## config.mk

```make
export PLATFORM = sky130hd
export DESIGN_NAME = psq_sequencer
export DESIGN_NICKNAME = d
export VERILOG_FILES = /design/src/core/psq_pkg.sv /design/src/core/psq_sequencer.sv
export VERILOG_INCLUDE_DIRS = /design/src /design/src/core
export SDC_FILE = /design/constraint.sdc
export NUM_CORES = 1
export LEC_CHECK = 0
export BUFFER_PORTS_ARGS = -buffer_cell sky130_fd_sc_hd__clkbuf_2
export CAP_MARGIN = 40
export CORE_MARGIN = 3
export CORE_UTILIZATION = 30
export CTS_BUF_LIST = sky130_fd_sc_hd__clkbuf_4 sky130_fd_sc_hd__clkbuf_8
export CTS_CLUSTER_DIAMETER = 200
export DETAILED_ROUTE_END_ITERATION = 10
export SYNTH_ARGS = -nofsm -noshare
export SYNTH_HDL_FRONTEND = slang
export SYNTH_SLANG_ARGS = --single-unit
```

## constraint.sdc

```tcl
create_clock -name pclk -period 3.6 [get_ports pclk]
set_clock_uncertainty 0.05 [all_clocks]
set_input_delay 0.18 -clock pclk [delete_from_list [all_inputs] [get_ports pclk]]
set_output_delay 0.18 -clock pclk [all_outputs]
set_load 0.05 [all_outputs]
```

## src/core/psq_defines.svh

```systemverilog
`ifndef PSQ_DEFINES_SVH
`define PSQ_DEFINES_SVH

// register byte offsets
`define PSQ_CTRL_OFS        12'h000
`define PSQ_LIMIT_OFS       12'h004
`define PSQ_STATUS_OFS      12'h008
`define PSQ_COUNT_OFS       12'h00C

// control register fields
`define PSQ_CTRL_LPOFF_BIT  0
`define PSQ_CTRL_EDGE_BIT   1
`define PSQ_CTRL_OVSD_BIT   2
`define PSQ_CTRL_FSBYP_BIT  3
`define PSQ_CTRL_OFFREQ_BIT 4
`define PSQ_CTRL_OVDIS_BIT  5
`define PSQ_CTRL_RST        6'h00

// limit register fields
`define PSQ_LIM_FAULT_LSB   0
`define PSQ_LIM_FS_LSB      4
`define PSQ_FAULT_LIM_RST   4'hF
`define PSQ_FS_LIM_RST      4'h3

// self-test attempt count, first try included
`define PSQ_SELFTEST_TRIES  2'h3

// timing, in microseconds, and clock rate in MHz
`define PSQ_CLK_MHZ         200
`define PSQ_SHUTDOWN_US     500
`define PSQ_RETRY_US        2000
`define PSQ_HOLD_US         1000
`define PSQ_OV_DBNC_US      100

`endif

```

## src/core/psq_pkg.sv

```systemverilog
package psq_pkg;

  typedef enum logic [3:0] {
    PSQ_LOW_POWER_OFF_STATE,
    PSQ_SELF_TEST,
    PSQ_ST_WAIT,
    PSQ_QUICK_POWER_UP_OFF_STATE,
    PSQ_POWER_UP,
    PSQ_SYS_ON,
    PSQ_PD_REQ,
    PSQ_PD_FAULT,
    PSQ_FS_TRANS,
    PSQ_FS_LOCK
  } psq_state_type;

endpackage : psq_pkg

```

## src/core/psq_sequencer.sv

```systemverilog
`timescale 1ns/1ps
`include "psq_defines.svh"

module psq_sequencer
  import psq_pkg::*;
#(
  parameter int SHUTDOWN_CYC = `PSQ_SHUTDOWN_US * `PSQ_CLK_MHZ,
  parameter int RETRY_CYC    = `PSQ_RETRY_US * `PSQ_CLK_MHZ,
  parameter int HOLD_CYC     = `PSQ_HOLD_US * `PSQ_CLK_MHZ,
  parameter int OV_DBNC_CYC  = `PSQ_OV_DBNC_US * `PSQ_CLK_MHZ
) (
  input  wire logic        pclk,                   // 200 MHz clock
  input  wire logic        presetn,                // async reset, low
  input  wire logic        psel,                   // apb select
  input  wire logic        penable,                // apb enable
  input  wire logic        pwrite,                 // apb direction
  input  wire logic [11:0] paddr,                  // apb byte address
  input  wire logic [31:0] pwdata,                 // apb write data
  output logic      [31:0] prdata,                 // apb read data
  output logic             pready,                 // apb ready
  output logic             pslverr,                // apb error
  input  wire logic        power_on_input,         // power-on pin
  input  wire logic        test_bypass_input,      // test-bypass pin
  input  wire logic        vin_above_uv,           // supply above undervoltage
  input  wire logic        input_overvoltage_flag, // supply above overvoltage
  input  wire logic        thermal_shutdown_flag,  // junction above shutdown
  input  wire logic        trim_load_error_flag,   // trim load failed
  input  wire logic        config_load_error_flag, // config load failed
  input  wire logic        selftest_done,          // self-test finished, pulse
  input  wire logic        selftest_ok,            // self-test result
  input  wire logic        pwrup_reset_step,       // sequencer at reset release
  input  wire logic        pwrup_fail,             // failure during power up
  input  wire logic        pwrdn_done,             // power-down sequence finished
  input  wire logic        fault_timer_expired,    // regulator fault timer
  input  wire logic        fault_event,            // regulator fault, pulse
  output logic             processor_reset_n,      // processor reset, low
  output logic             selftest_start,         // self-test kick, pulse
  output logic             pwrup_run,              // power-up sequence enable
  output logic             pwrdn_run,              // power-down sequence enable
  output logic             failsafe_locked,        // locked in fail-safe
  output logic       [3:0] state_code              // current state
);

  psq_state_type state_q;
  logic [5:0]    ctrl_q;
  logic [3:0]    fault_limit_q;
  logic [3:0]    failsafe_limit_q;
  logic [3:0]    fault_event_counter_q;
  logic [3:0]    failsafe_counter_q;
  logic [1:0]    st_fail_q;
  logic          selftest_error_flag_q;
  logic          power_on_prev_q;
  logic          hold_armed_q;
  logic [19:0]   hold_cnt_q;
  logic [19:0]   ov_cnt_q;
  logic [19:0]   off_cnt_q;
  logic [19:0]   retry_cnt_q;
  logic          processor_reset_n_q;
  logic          selftest_start_q;
  logic [31:0]   prdata_q;
  logic          pready_q;
  logic          pslverr_q;

  logic low_power_off_select;
  logic power_on_edge_mode_cfg;
  logic overvoltage_shutdown_enable;
  logic failsafe_bypass_cfg;
  logic turn_off_request_bit;
  logic ov_disable;
  logic power_on_fall;
  logic supply_ok;
  logic load_ok;
  logic qual_ok;
  logic pu_event;
  logic sys_fault;
  logic ov_expired;
  logic hold_expired;
  logic off_expired;
  logic wr_en;
  logic rd_setup;

  assign low_power_off_select        = ctrl_q[`PSQ_CTRL_LPOFF_BIT];
  assign power_on_edge_mode_cfg      = ctrl_q[`PSQ_CTRL_EDGE_BIT];
  assign overvoltage_shutdown_enable = ctrl_q[`PSQ_CTRL_OVSD_BIT];
  assign failsafe_bypass_cfg         = ctrl_q[`PSQ_CTRL_FSBYP_BIT];
  assign turn_off_request_bit        = ctrl_q[`PSQ_CTRL_OFFREQ_BIT];
  assign ov_disable                  = ctrl_q[`PSQ_CTRL_OVDIS_BIT];

  // power-on event in the selected mode
  function automatic logic on_event(input logic edge_mode, input logic lvl, input logic fall);
    on_event = edge_mode ? fall : lvl;
  endfunction : on_event

  function automatic logic addr_hit(input logic [11:0] a);
    addr_hit = (a == `PSQ_CTRL_OFS) || (a == `PSQ_LIMIT_OFS) ||
               (a == `PSQ_STATUS_OFS) || (a == `PSQ_COUNT_OFS);
  endfunction : addr_hit

  assign power_on_fall = power_on_prev_q && !power_on_input;
  assign supply_ok     = vin_above_uv && (ov_disable || !input_overvoltage_flag);
  assign load_ok       = !trim_load_error_flag && !config_load_error_flag;
  assign qual_ok       = supply_ok && !thermal_shutdown_flag && load_ok &&
                         !selftest_error_flag_q;
  assign pu_event      = on_event(power_on_edge_mode_cfg, power_on_input, power_on_fall);
  assign sys_fault     = fault_timer_expired || thermal_shutdown_flag ||
                         (fault_event_counter_q == fault_limit_q);
  assign ov_expired    = ov_cnt_q >= 20'(OV_DBNC_CYC);
  assign hold_expired  = hold_cnt_q > 20'(HOLD_CYC);
  assign off_expired   = off_cnt_q >= 20'(SHUTDOWN_CYC);
  assign wr_en         = psel && penable && pready_q && pwrite && !pslverr_q;
  assign rd_setup      = psel && !penable;

  // main state machine
  always_ff @(posedge pclk or negedge presetn) begin
    if (!presetn) begin
      state_q <= PSQ_LOW_POWER_OFF_STATE;
    end else begin
      case (state_q)
        PSQ_LOW_POWER_OFF_STATE: begin
          // off select clear and no bypass: wait for a real event
          if (low_power_off_select || test_bypass_input) begin
            state_q <= PSQ_SELF_TEST;
          end else if (pu_event && supply_ok && !thermal_shutdown_flag && load_ok) begin
            state_q <= PSQ_SELF_TEST;
          end
        end
        PSQ_SELF_TEST: begin
          if (selftest_done) begin
            if (selftest_ok) begin
              state_q <= PSQ_QUICK_POWER_UP_OFF_STATE;
            end else if (st_fail_q == `PSQ_SELFTEST_TRIES - 2'h1) begin
              state_q <= test_bypass_input ? PSQ_QUICK_POWER_UP_OFF_STATE : PSQ_FS_TRANS;
            end else begin
              state_q <= PSQ_ST_WAIT;
            end
          end
        end
        PSQ_ST_WAIT: begin
          if (retry_cnt_q >= 20'(RETRY_CYC)) begin
            state_q <= PSQ_SELF_TEST;
          end
        end
        PSQ_QUICK_POWER_UP_OFF_STATE: begin
          if (qual_ok) begin
            if (!low_power_off_select && !test_bypass_input) begin
              state_q <= PSQ_POWER_UP;
            end else if (pu_event) begin
              state_q <= PSQ_POWER_UP;
            end
          end
        end
        PSQ_POWER_UP: begin
          if (pwrup_fail) begin
            state_q <= PSQ_PD_FAULT;
          end else if (pwrup_reset_step) begin
            state_q <= PSQ_SYS_ON;
          end
        end
        PSQ_SYS_ON: begin
          // faults outrank every requested turn off
          if (sys_fault) begin
            state_q <= PSQ_PD_FAULT;
          end else if (overvoltage_shutdown_enable && ov_expired) begin
            state_q <= PSQ_PD_REQ;
          end else if (!power_on_edge_mode_cfg && !power_on_input) begin
            state_q <= PSQ_PD_REQ;
          end else if (power_on_edge_mode_cfg && hold_expired) begin
            state_q <= PSQ_PD_REQ;
          end else if (turn_off_request_bit && off_expired) begin
            state_q <= PSQ_PD_REQ;
          end
        end
        PSQ_PD_REQ: begin
          if (pwrdn_done) begin
            state_q <= PSQ_LOW_POWER_OFF_STATE;
          end
        end
        PSQ_PD_FAULT: begin
          if (pwrdn_done) begin
            state_q <= PSQ_FS_TRANS;
          end
        end
        PSQ_FS_TRANS: begin
          if (failsafe_bypass_cfg || failsafe_counter_q < failsafe_limit_q) begin
            state_q <= PSQ_LOW_POWER_OFF_STATE;
          end else begin
            state_q <= PSQ_FS_LOCK;
          end
        end
        PSQ_FS_LOCK: state_q <= PSQ_FS_LOCK;
        default:     state_q <= PSQ_LOW_POWER_OFF_STATE;
      endcase
    end
  end

  // fail-safe counter; bumped as the transition state is entered, so it is
  // already counted when the transition state decides
  always_ff @(posedge pclk or negedge presetn) begin
    if (!presetn) begin
      failsafe_counter_q <= 4'h0;
    end else if (state_q != PSQ_FS_TRANS && state_q != PSQ_FS_LOCK &&
                 ((state_q == PSQ_PD_FAULT && pwrdn_done) ||
                  (state_q == PSQ_SELF_TEST && selftest_done && !selftest_ok &&
                   st_fail_q == `PSQ_SELFTEST_TRIES - 2'h1 && !test_bypass_input)) &&
                 failsafe_counter_q < failsafe_limit_q) begin
      failsafe_counter_q <= failsafe_counter_q + 4'h1;
    end
  end

  // self-test failure count and sticky error flag
  always_ff @(posedge pclk or negedge presetn) begin
    if (!presetn) begin
      st_fail_q             <= 2'h0;
      selftest_error_flag_q <= 1'b0;
    end else if (state_q == PSQ_SELF_TEST && selftest_done) begin
      if (selftest_ok) begin
        st_fail_q             <= 2'h0;
        selftest_error_flag_q <= 1'b0;
      end else if (st_fail_q == `PSQ_SELFTEST_TRIES - 2'h1) begin
        st_fail_q             <= 2'h0;
        selftest_error_flag_q <= 1'b1;
      end else begin
        st_fail_q <= st_fail_q + 2'h1;
      end
    end
  end

  // kick a self-test on each entry into the test state
  always_ff @(posedge pclk or negedge presetn) begin
    if (!presetn) begin
      selftest_start_q <= 1'b0;
    end else begin
      selftest_start_q <= ((state_q == PSQ_LOW_POWER_OFF_STATE) || (state_q == PSQ_ST_WAIT)) &&
                          ((state_q == PSQ_ST_WAIT) ? retry_cnt_q >= 20'(RETRY_CYC) :
                           (low_power_off_select || test_bypass_input ||
                            (pu_event && supply_ok && !thermal_shutdown_flag && load_ok)));
    end
  end

  always_ff @(posedge pclk or negedge presetn) begin
    if (!presetn) begin
      retry_cnt_q <= 20'h00000;
    end else if (state_q == PSQ_ST_WAIT) begin
      retry_cnt_q <= retry_cnt_q + 20'h00001;
    end else begin
      retry_cnt_q <= 20'h00000;
    end
  end

  // power-on history and edge-mode hold timer
  always_ff @(posedge pclk or negedge presetn) begin
    if (!presetn) begin
      power_on_prev_q <= 1'b0;
      hold_armed_q    <= 1'b0;
      hold_cnt_q      <= 20'h00000;
    end else begin
      power_on_prev_q <= power_on_input;
      if (state_q != PSQ_SYS_ON || power_on_input) begin
        hold_armed_q <= 1'b0;
        hold_cnt_q   <= 20'h00000;
      end else if (power_on_fall) begin
        hold_armed_q <= 1'b1;
        hold_cnt_q   <= 20'h00001;
      end else if (hold_armed_q && !hold_expired) begin
        hold_cnt_q <= hold_cnt_q + 20'h00001;
      end
    end
  end

  // overvoltage debounce; restarts whenever the flag drops
  always_ff @(posedge pclk or negedge presetn) begin
    if (!presetn) begin
      ov_cnt_q <= 20'h00000;
    end else if (!input_overvoltage_flag) begin
      ov_cnt_q <= 20'h00000;
    end else if (!ov_expired) begin
      ov_cnt_q <= ov_cnt_q + 20'h00001;
    end
  end

  // shutdown timer runs in system on while the turn-off request stands
  always_ff @(posedge pclk or negedge presetn) begin
    if (!presetn) begin
      off_cnt_q <= 20'h00000;
    end else if (!turn_off_request_bit || state_q != PSQ_SYS_ON) begin
      off_cnt_q <= 20'h00000;
    end else if (!off_expired) begin
      off_cnt_q <= off_cnt_q + 20'h00001;
    end
  end

  // fault events count between power ups, saturating at the limit
  always_ff @(posedge pclk or negedge presetn) begin
    if (!presetn) begin
      fault_event_counter_q <= 4'h0;
    end else if (state_q == PSQ_QUICK_POWER_UP_OFF_STATE) begin
      fault_event_counter_q <= 4'h0;
    end else if (fault_event && fault_event_counter_q != fault_limit_q) begin
      fault_event_counter_q <= fault_event_counter_q + 4'h1;
    end
  end

  // processor reset released as system on is entered, driven low again one cycle after it is left
  always_ff @(posedge pclk or negedge presetn) begin
    if (!presetn) begin
      processor_reset_n_q <= 1'b0;
    end else begin
      processor_reset_n_q <= (state_q == PSQ_POWER_UP && pwrup_reset_step && !pwrup_fail) ||
                             (state_q == PSQ_SYS_ON);
    end
  end

  // control and limit registers; the turn-off bit self-clears on power down
  always_ff @(posedge pclk or negedge presetn) begin
    if (!presetn) begin
      ctrl_q           <= `PSQ_CTRL_RST;
      fault_limit_q    <= `PSQ_FAULT_LIM_RST;
      failsafe_limit_q <= `PSQ_FS_LIM_RST;
    end else begin
      if (wr_en && paddr == `PSQ_CTRL_OFS) begin
        ctrl_q <= pwdata[5:0];
      end else if (state_q == PSQ_PD_REQ || state_q == PSQ_PD_FAULT) begin
        ctrl_q[`PSQ_CTRL_OFFREQ_BIT] <= 1'b0;
      end
      if (wr_en && paddr == `PSQ_LIMIT_OFS) begin
        fault_limit_q    <= pwdata[`PSQ_LIM_FAULT_LSB +: 4];
        failsafe_limit_q <= pwdata[`PSQ_LIM_FS_LSB +: 4];
      end
    end
  end

  // apb slave: answer in the first access cycle, no wait states
  always_ff @(posedge pclk or negedge presetn) begin
    if (!presetn) begin
      pready_q  <= 1'b0;
      pslverr_q <= 1'b0;
      prdata_q  <= 32'h00000000;
    end else if (rd_setup) begin
      pready_q  <= 1'b1;
      pslverr_q <= !addr_hit(paddr);
      case (paddr)
        `PSQ_CTRL_OFS:   prdata_q <= {26'h0000000, ctrl_q};
        `PSQ_LIMIT_OFS:  prdata_q <= {24'h000000, failsafe_limit_q, fault_limit_q};
        `PSQ_STATUS_OFS: prdata_q <= {25'h0000000, selftest_error_flag_q,
                                      processor_reset_n_q, 1'b0, state_q};
        `PSQ_COUNT_OFS:  prdata_q <= {22'h000000, st_fail_q, failsafe_counter_q,
                                      fault_event_counter_q};
        default:         prdata_q <= 32'h00000000;
      endcase
    end else begin
      pready_q  <= 1'b0;
      pslverr_q <= 1'b0;
      prdata_q  <= 32'h00000000;
    end
  end

  assign prdata            = prdata_q;
  assign pready            = pready_q;
  assign pslverr           = pslverr_q;
  assign processor_reset_n = processor_reset_n_q;
  assign selftest_start    = selftest_start_q;
  assign state_code        = state_q;
  assign pwrup_run         = state_q == PSQ_POWER_UP;
  assign pwrdn_run         = (state_q == PSQ_PD_REQ) || (state_q == PSQ_PD_FAULT);
  assign failsafe_locked   = state_q == PSQ_FS_LOCK;
endmodule : psq_sequencer

```

==> summary.txt, run 1 <==
Floorplanning
  • Ports: 106
  • Rows: 52
  • Die span in y: 152 um
  • Die W: between 150 and 200 um
  • Die area: ~23000 sq um
  • Core Region: 20600 sq um
  • Initial core utilization: 31.1%

CTS
  • H-tree levels: 4
  • Clock Path Buffers: 2
  • Clk_lat worst skew: 430 ps
  • Root Buffer: clkbuf_8
  • CTS Buf Count: 17
  • CTS tree: yes
  • Clock Sinks: between 100 and 150
  • Reg clk slew, reported paths: approximately 70 ps

Synthesis
  • Top FF cell, synth: dfrtp_1
  • Syn Area/Cell: 10.1 sq um
  • Synth Register Bits: 125
  • Largest area contributor in the netlist: dfrtp_1
  • Mapped Cells: 633
  • Top cells by area, synth: dfrtp_1 (46%), nor2_1 (4.7%), xor2_1 (4.5%)
  • Synthesized area: 6420 sq um
  • Share of the synthesized area in the top cell type: 46.4%
  • Sequential share of the synthesized area: 48.8%
  • Async SR Flop Fraction: 100%
  • Synth cell types: 58
  • Number of enable flip-flop cells after synthesis: 0
  • Synth Warn #: 0

Detailed routing
  • DR DRC count: 0
  • Vias post-DR: 4625
  • Per-cell routed wire length: between 10 and 15 um
  • Pre-antenna DRT Iters: 5
  • Drt initial violations: 289
  • DRT Wirelength: 13.5 mm
  • Vias/cell: 4.68
  • Post-route ant nets: 0

Placed design
  • DP HPWL: 9.55 mm
  • Area after DPL: ~7000 sq um
  • Routability cong.: 0.798
  • Port bufs: 59
  • Placed cells: 945

STA
  • Min Hold Slack: 34.2 ps
  • Final worst path period share: 71.9%
  • Count of pins over their slew limit: 0
  • F_max: just under 400 MHz
  • Final hold vios: 0
  • Slew margin rel.: about two fifths
  • RSZ-0062 raised after global routing: no
  • Slew @ Worst Pin: approximately 880 ps
  • Total negative slack: 0 ps
  • Min Clock Period, post-route: 2590 ps
  • Final setup fails: 0

Worst hold path
  • Hold Path Depth: 3
  • HP Class: in -> reg

Global routing
  • Initial antenna violation count: 0
  • Total GRT Usage: 11.8%
  • Vias in the first global route: 4465
  • Total gr overflow: 0
  • First-pass GRT wire length: 22.5 mm
  • Pin count of the biggest net entering global routing: 65

Finish
  • Non-Filler Instances: 989
  • Synth-to-layout area growth: 16.3%
  • Fin area: 7460 sq um
  • Share of layout cells above drive strength 1: 18.5%
  • Multi-input gate area: 3030 sq um
  • FF/Latch Area: around 3100 sq um
  • Fillers: 2072
  • # nets final: roughly 780
  • # diodes: 0

Pwr
  • Cell Pwr Density: 491 nW/um^2
  • Sw Pwr: 1.19 mW
  • Sequential power share: 44.0%
  • Cell internal pwr: roughly 2.5 mW
  • Clock power share: between 30% and 40%
  • Logic gate share of total power: 22.0%
  • Leakage: 3.33 nW
  • Maximum vdd ir drop: 0.000318 V
  • Switching portion of total power: about a third

Setup path
  • CP Capture Type: flop
  • Crit-path leading delay family: simple AND/OR/NAND/NOR gates
  • Ordered list of cells on the worst path: nor2_1 -> nand3_1 -> buf_4 -> nor4_1 -> nor4_4 -> o31ai_2 -> mux2_4
  • Worst R2R Path Depth: 7
  • Largest stage delay on the critical path: 610 ps
  • CP Class: reg -> reg
  • Number of cells on the critical path: 7
  • Max FO, Critical Path: 21
  • WP data required: between 3000 and 4000 ps
  • Critical Path Slowest Stage Cell: nor4_1
  • CP Data Arrival Time: 2860 ps
  • CP bufs+invs: 1
  • Setup crit start kind: flop

Flow run
  • MaxCap Viol Count: 0

Outcome
  • Status: finished clean
-- kinds of logic (layout without fill, tap and decap cells) --
kind of cell / after synthesis / in the layout / synth area share (%)
AND/OR/NAND/NOR: 273 / 273 / 22.6
flip-flops: 125 / 125 / 48.8
buffers and inverters: 68 / 133 / 5.30
XOR/XNOR: 64 / 64 / 8.73
AO/OA/AOI/OAI: 61 / 61 / 6.22
multiplexers: 28 / 28 / 5.73
adder cells (fa/ha/maj): 13 / 13 / 2.53
other: 1 / 22 / 0.0584
-- Yosys cell counts (all sizes together), types with 3 or more instances --
cell,instances
xor2,33
a31oi,4
buf,27
ha,13
a21oi,14
inv,27
o211ai,5
clkbuf,14
mux4,5
dfrtp,119
dfstp,6
o21ai,16
nor4,11
nand4,19
and3,27
nand3,32
a211oi,3
o31ai,4
o21a,3
nor4b,5
mux2,17
nand2b,5
mux2i,6
nor2,81
and2,14
or3,6
xnor2,31
nor2b,9
nand2,38
nor3,16
-- per-layer routing --
| layer | up-vias | GRT usage [%] | routed length [um] |
|---|---|---|---|
| met4 | 0 | 3.13 | 133 |
| met2 | 86 | 17.2 | 5950 |
| met3 | 12 | 4.00 | 763 |
| li1 | 2297 | - | - |
| met5 | - | 0 | 0 |
| met1 | 2230 | 16.8 | 6640 |
-- sequential cells by signal, indices dropped and copies added, names as in the netlist --
| name | flops |
|---|---|
| hold_armed_q | 1 |
| ov_cnt_q | 20 |
| selftest_error_flag_q | 1 |
| processor_reset_n | 1 |
| failsafe_limit_q | 4 |
| power_on_prev_q | 1 |
| retry_cnt_q | 20 |
| st_fail_q | 2 |
| off_cnt_q | 20 |
| fault_event_counter_q | 4 |
| pslverr | 1 |
| hold_cnt_q | 20 |
| state_code | 4 |
| prdata | 10 |
| fault_limit_q | 4 |
| pready | 1 |
| ctrl_q | 6 |
| selftest_start | 1 |
| failsafe_counter_q | 4 |
-- metrics by stage --
| step | util, % | power (mW) | setup slack, ps |
|---|---|---|---|
| 2_1_floorplan | - | 2.23 | 734 |
| 3_3_place_gp | 33.6 | 2.43 | 1060 |
| 3_5_place_dp | 33.6 | 2.43 | 1030 |
| 4_1_cts | 36.2 | 3.71 | 1020 |
| 5_1_grt | 36.2 | 3.87 | 760 |
| 6_report | 36.2 | 3.66 | 1010 |
-- cell usage in the layout, fill, tap and decap left out, drive strengths merged, types with 6 or more instances in the layout --
| cell | n |
|---|---|
| inv | 27 |
| o21ai | 16 |
| xor2 | 33 |
| or3 | 6 |
| conb | 22 |
| dfrtp | 119 |
| nand3 | 32 |
| clkbuf | 83 |
| ha | 13 |
| dfstp | 6 |
| a21oi | 14 |
| nor3 | 16 |
| and3 | 27 |
| mux2 | 17 |
| mux2i | 6 |
| dlygate4sd3 | 12 |
| nor2b | 9 |
| nand2 | 38 |
| nor4 | 11 |
| nor2 | 81 |
| xnor2 | 31 |
| and2 | 14 |
| nand4 | 19 |
-- power groups by stage --
stage	sequential (mW)	clock, mW	combinational, mW
after floorplan	1.67	0	0.567
after global placement	1.63	0	0.793
after detailed placement	1.64	0	0.796
after CTS	1.61	1.29	0.809
after global routing	1.63	1.36	0.879
final	1.61	1.25	0.805
-- path summary, 6_finish.rpt --
check / start / endpoint / slack (ps)
setup / recovery: state_code[3]$_DFFE_PN0P_ / state_code[1]$_DFFE_PN0P_ / 1010
hold / removal: paddr[11] / pslverr$_DFF_PN0_ / 30
setup reg to reg: state_code[3]$_DFFE_PN0P_ / state_code[1]$_DFFE_PN0P_ / 1010
hold reg to reg: ov_cnt_q[17]$_DFFE_PN0P_ / ov_cnt_q[17]$_DFFE_PN0P_ / 440
max in group asynchronous: presetn / fault_limit_q[1]$_DFFE_PN1P_ / 2310
min in group asynchronous: presetn / retry_cnt_q[12]$_DFF_PN0_ / 340
-- worst min-delay path: stages --
cell      delay [ps]
clkbuf_2         100
nor4_4            80
nor2b_1          110
-- cell type report --
| cell class | instances | area share, % |
|---|---|---|
| well taps | 270 | 4.53 |
| flip-flops and latches | 125 | 42.0 |
| clock buffers | 25 | 4.27 |
| inverters | 27 | 1.36 |
| clock inverters | 7 | 1.17 |
| repair buffers | 74 | 6.07 |
| multi-input cells | 461 | 40.6 |
-- timing repair --
| action | CTS | global route |
|---|---|---|
| gates resized for setup | 0 | 0 |
| setup buffers | 0 | 0 |
| hold endpoints to repair | 80 | 0 |
| endpoints found under the setup margin | 0 | 0 |
| hold buffers | 12 | 0 |
(Power assumes the default switching activity.)
==> run 2, diff against run 1 <==
- clock period: 3.6 -> 2.6 ns (I/O delays scaled with it)
==> run 2 against run 1 <==
Effect of this change: clock power rose by 36%; power rose by 40%; sequential share of layout area fell by 0.77 points; global-route usage rose by 0.60 points; wire length rose by 2.7%; final cell count rose by 1.5%; critical endpoint unchanged; highest routed layer unchanged.
==> summary.txt, run 2 (synthesis gave the netlist of run 1 again) <==
Pwr
  • Cell internal pwr: 3.43 mW
  • Leakage: 3.39 nW
  • Total Power: slightly above 5 mW
  • Logic gate share of total power: around a quarter
  • Switching portion of total power: 33.4%
  • Clock power share: 33.1%
  • Maximum vdd ir drop: roughly 0.00044 V
  • Sequential power share: around 42%
  • Sw Pwr: 1.72 mW
  • Cell Pwr Density: 677 nW/um^2

Finish
  • Final Util: between 30% and 40%
  • Commonest non-fill, non-tap cell in the layout: dfrtp_1
  • Fin area: approximately 7600 sq um
  • Fillers: 2070
  • # diodes: 0
  • Commonest cells after routing, fill and taps aside: dfrtp_1 (119), nor2_1 (81), clkbuf_2 (58)
  • Non-Filler Instances: 1004
  • Synth-to-layout area growth: 18.4%
  • # nets final: 797
  • Share of layout cells above drive strength 1: 20.2%

Worst hold path
  • Hold Path Depth: 4
  • HP Class: in -> reg
  • Hold Path Origin: fault_event

STA
  • F_max: around 440 MHz
  • Total negative slack: 0 ps
  • Setup WS post-layout: 309 ps
  • Min Hold Slack: 19.1 ps
  • Slew margin rel.: between 50% and 60%
  • Final worst path period share: 88.1%
  • Final setup fails: 0
  • Min Clock Period, post-route: 2290 ps
  • Slew @ Worst Pin: 605 ps
  • Count of pins over their slew limit: 0
  • Final hold vios: 0
  • RSZ-0062 raised after global routing: no

Detailed routing
  • Per-cell routed wire length: approximately 14 um
  • DR DRC count: 0
  • Pre-antenna DRT Iters: 4
  • DRT Wirelength: 13.9 mm
  • Drt initial violations: 261
  • Vias post-DR: 4685
  • Vias/cell: 4.67
  • Post-route ant nets: 0

Setup path
  • WP data required: 2860 ps
  • CP Data Arrival Time: roughly 2600 ps
  • Number of cells on the critical path: 8
  • Largest stage delay on the critical path: 510 ps
  • CP Capture Type: flop
  • CP Class: reg -> reg
  • Worst R2R Path Depth: 8
  • Worst Setup SP: hold_cnt_q[0]$_DFFE_PN0P_
  • Crit-path leading delay family: compound AO/OA/AOI/OAI gates
  • Critical Path Slowest Stage Cell: a221oi_2
  • Ordered list of cells on the worst path: inv_1 -> ha_1 -> nor4b_1 -> a221oi_2 -> nand2_1 -> o21ai_0 -> o31ai_2 -> mux2_4
  • Setup crit start kind: flop
  • Max FO, Critical Path: 5
  • CP bufs+invs: 1
  • Reg2reg start: hold_cnt_q[0]$_DFFE_PN0P_

Floorplanning
  • Initial core utilization: 31.1%
  • Ports: 106
  • Die area: 23200 sq um
  • Die span in y: 152 um
  • Core Region: 20600 sq um
  • Die W: ~150 um
  • Rows: 52

CTS
  • CTS Buf Count: 17
  • Root Buffer: clkbuf_8
  • Clock Sinks: about 130
  • CTS tree: yes
  • Reg clk slew, reported paths: 70 ps
  • Clock Path Buffers: 2
  • H-tree levels: 4
  • Setup repair bufs after CTS: 0
  • Clk_lat worst skew: between 400 and 500 ps

Placed design
  • Port bufs: 59
  • Area after DPL: 7050 sq um
  • Placed cells: between 900 and 1000
  • Dpl ws: 143 ps
  • DP HPWL: 9.92 mm
  • Routability cong.: 0.794

Global routing
  • First-pass GRT wire length: 23.8 mm
  • Pin count of the biggest net entering global routing: 64
  • Total GRT Usage: 12.4%
  • Total gr overflow: 0
  • Vias in the first global route: approximately 4600
  • Initial antenna violation count: 0

Outcome
  • Status: finished clean

Flow run
  • MaxCap Viol Count: 0
run 2: final timing paths:
path	to	slack, ps
setup / recovery	state_code[1]$_DFFE_PN0P_	310
hold / removal	fault_event_counter_q[2]$_DFFE_PN0P_	20
setup reg to reg	state_code[1]$_DFFE_PN0P_	310
hold reg to reg	hold_armed_q$_DFFE_PN0P_	440
max in group asynchronous	fault_limit_q[0]$_DFFE_PN1P_	1560
min in group asynchronous	retry_cnt_q[12]$_DFF_PN0_	150
run 2: routing by layer:
metal | up-vias | GRT usage (%) | wire (um)
li1 | 2318 | - | -
met1 | 2259 | 18.1 | 6850
met2 | 93 | 17.9 | 6110
met3 | 15 | 3.49 | 735
met4 | 0 | 3.60 | 165
met5 | - | 0 | 0
run 2: what timing repair did:
action,CTS,global route
gates resized for setup,0,2
hold buffers,14,0
hold endpoints to repair,56,0
setup endpoints to repair,0,4
run 2: power by group through the flow:
stage / clock, mW / combinational [mW] / sequential (mW)
finish: 1.70 / 1.27 / 2.17
global route: 1.85 / 1.39 / 2.19
CTS: 1.76 / 1.28 / 2.17
detailed placement: 0 / 1.25 / 2.21
global placement: 0 / 1.24 / 2.21
floorplan: 0 / 0.804 / 2.31
run 2: layout make-up:
| cell class | count | area, sq um | area share, % |
|---|---|---|---|
| Tap cell | 270 | 338 | 4.44 |
| Clock inverter | 11 | 116 | 1.53 |
| Timing Repair Buffer | 89 | 571 | 7.50 |
| Clock buffer | 21 | 283 | 3.72 |
| Inverter | 27 | 101 | 1.33 |
| Multi-Input combinational cell | 461 | 3060 | 40.2 |
| Sequential cell | 125 | 3140 | 41.2 |
run 2: tightest hold or removal path, stage by stage:
cell	delay, ps
clkbuf_2	100
nand3_1	90
xor2_1	60
nor2_1	70
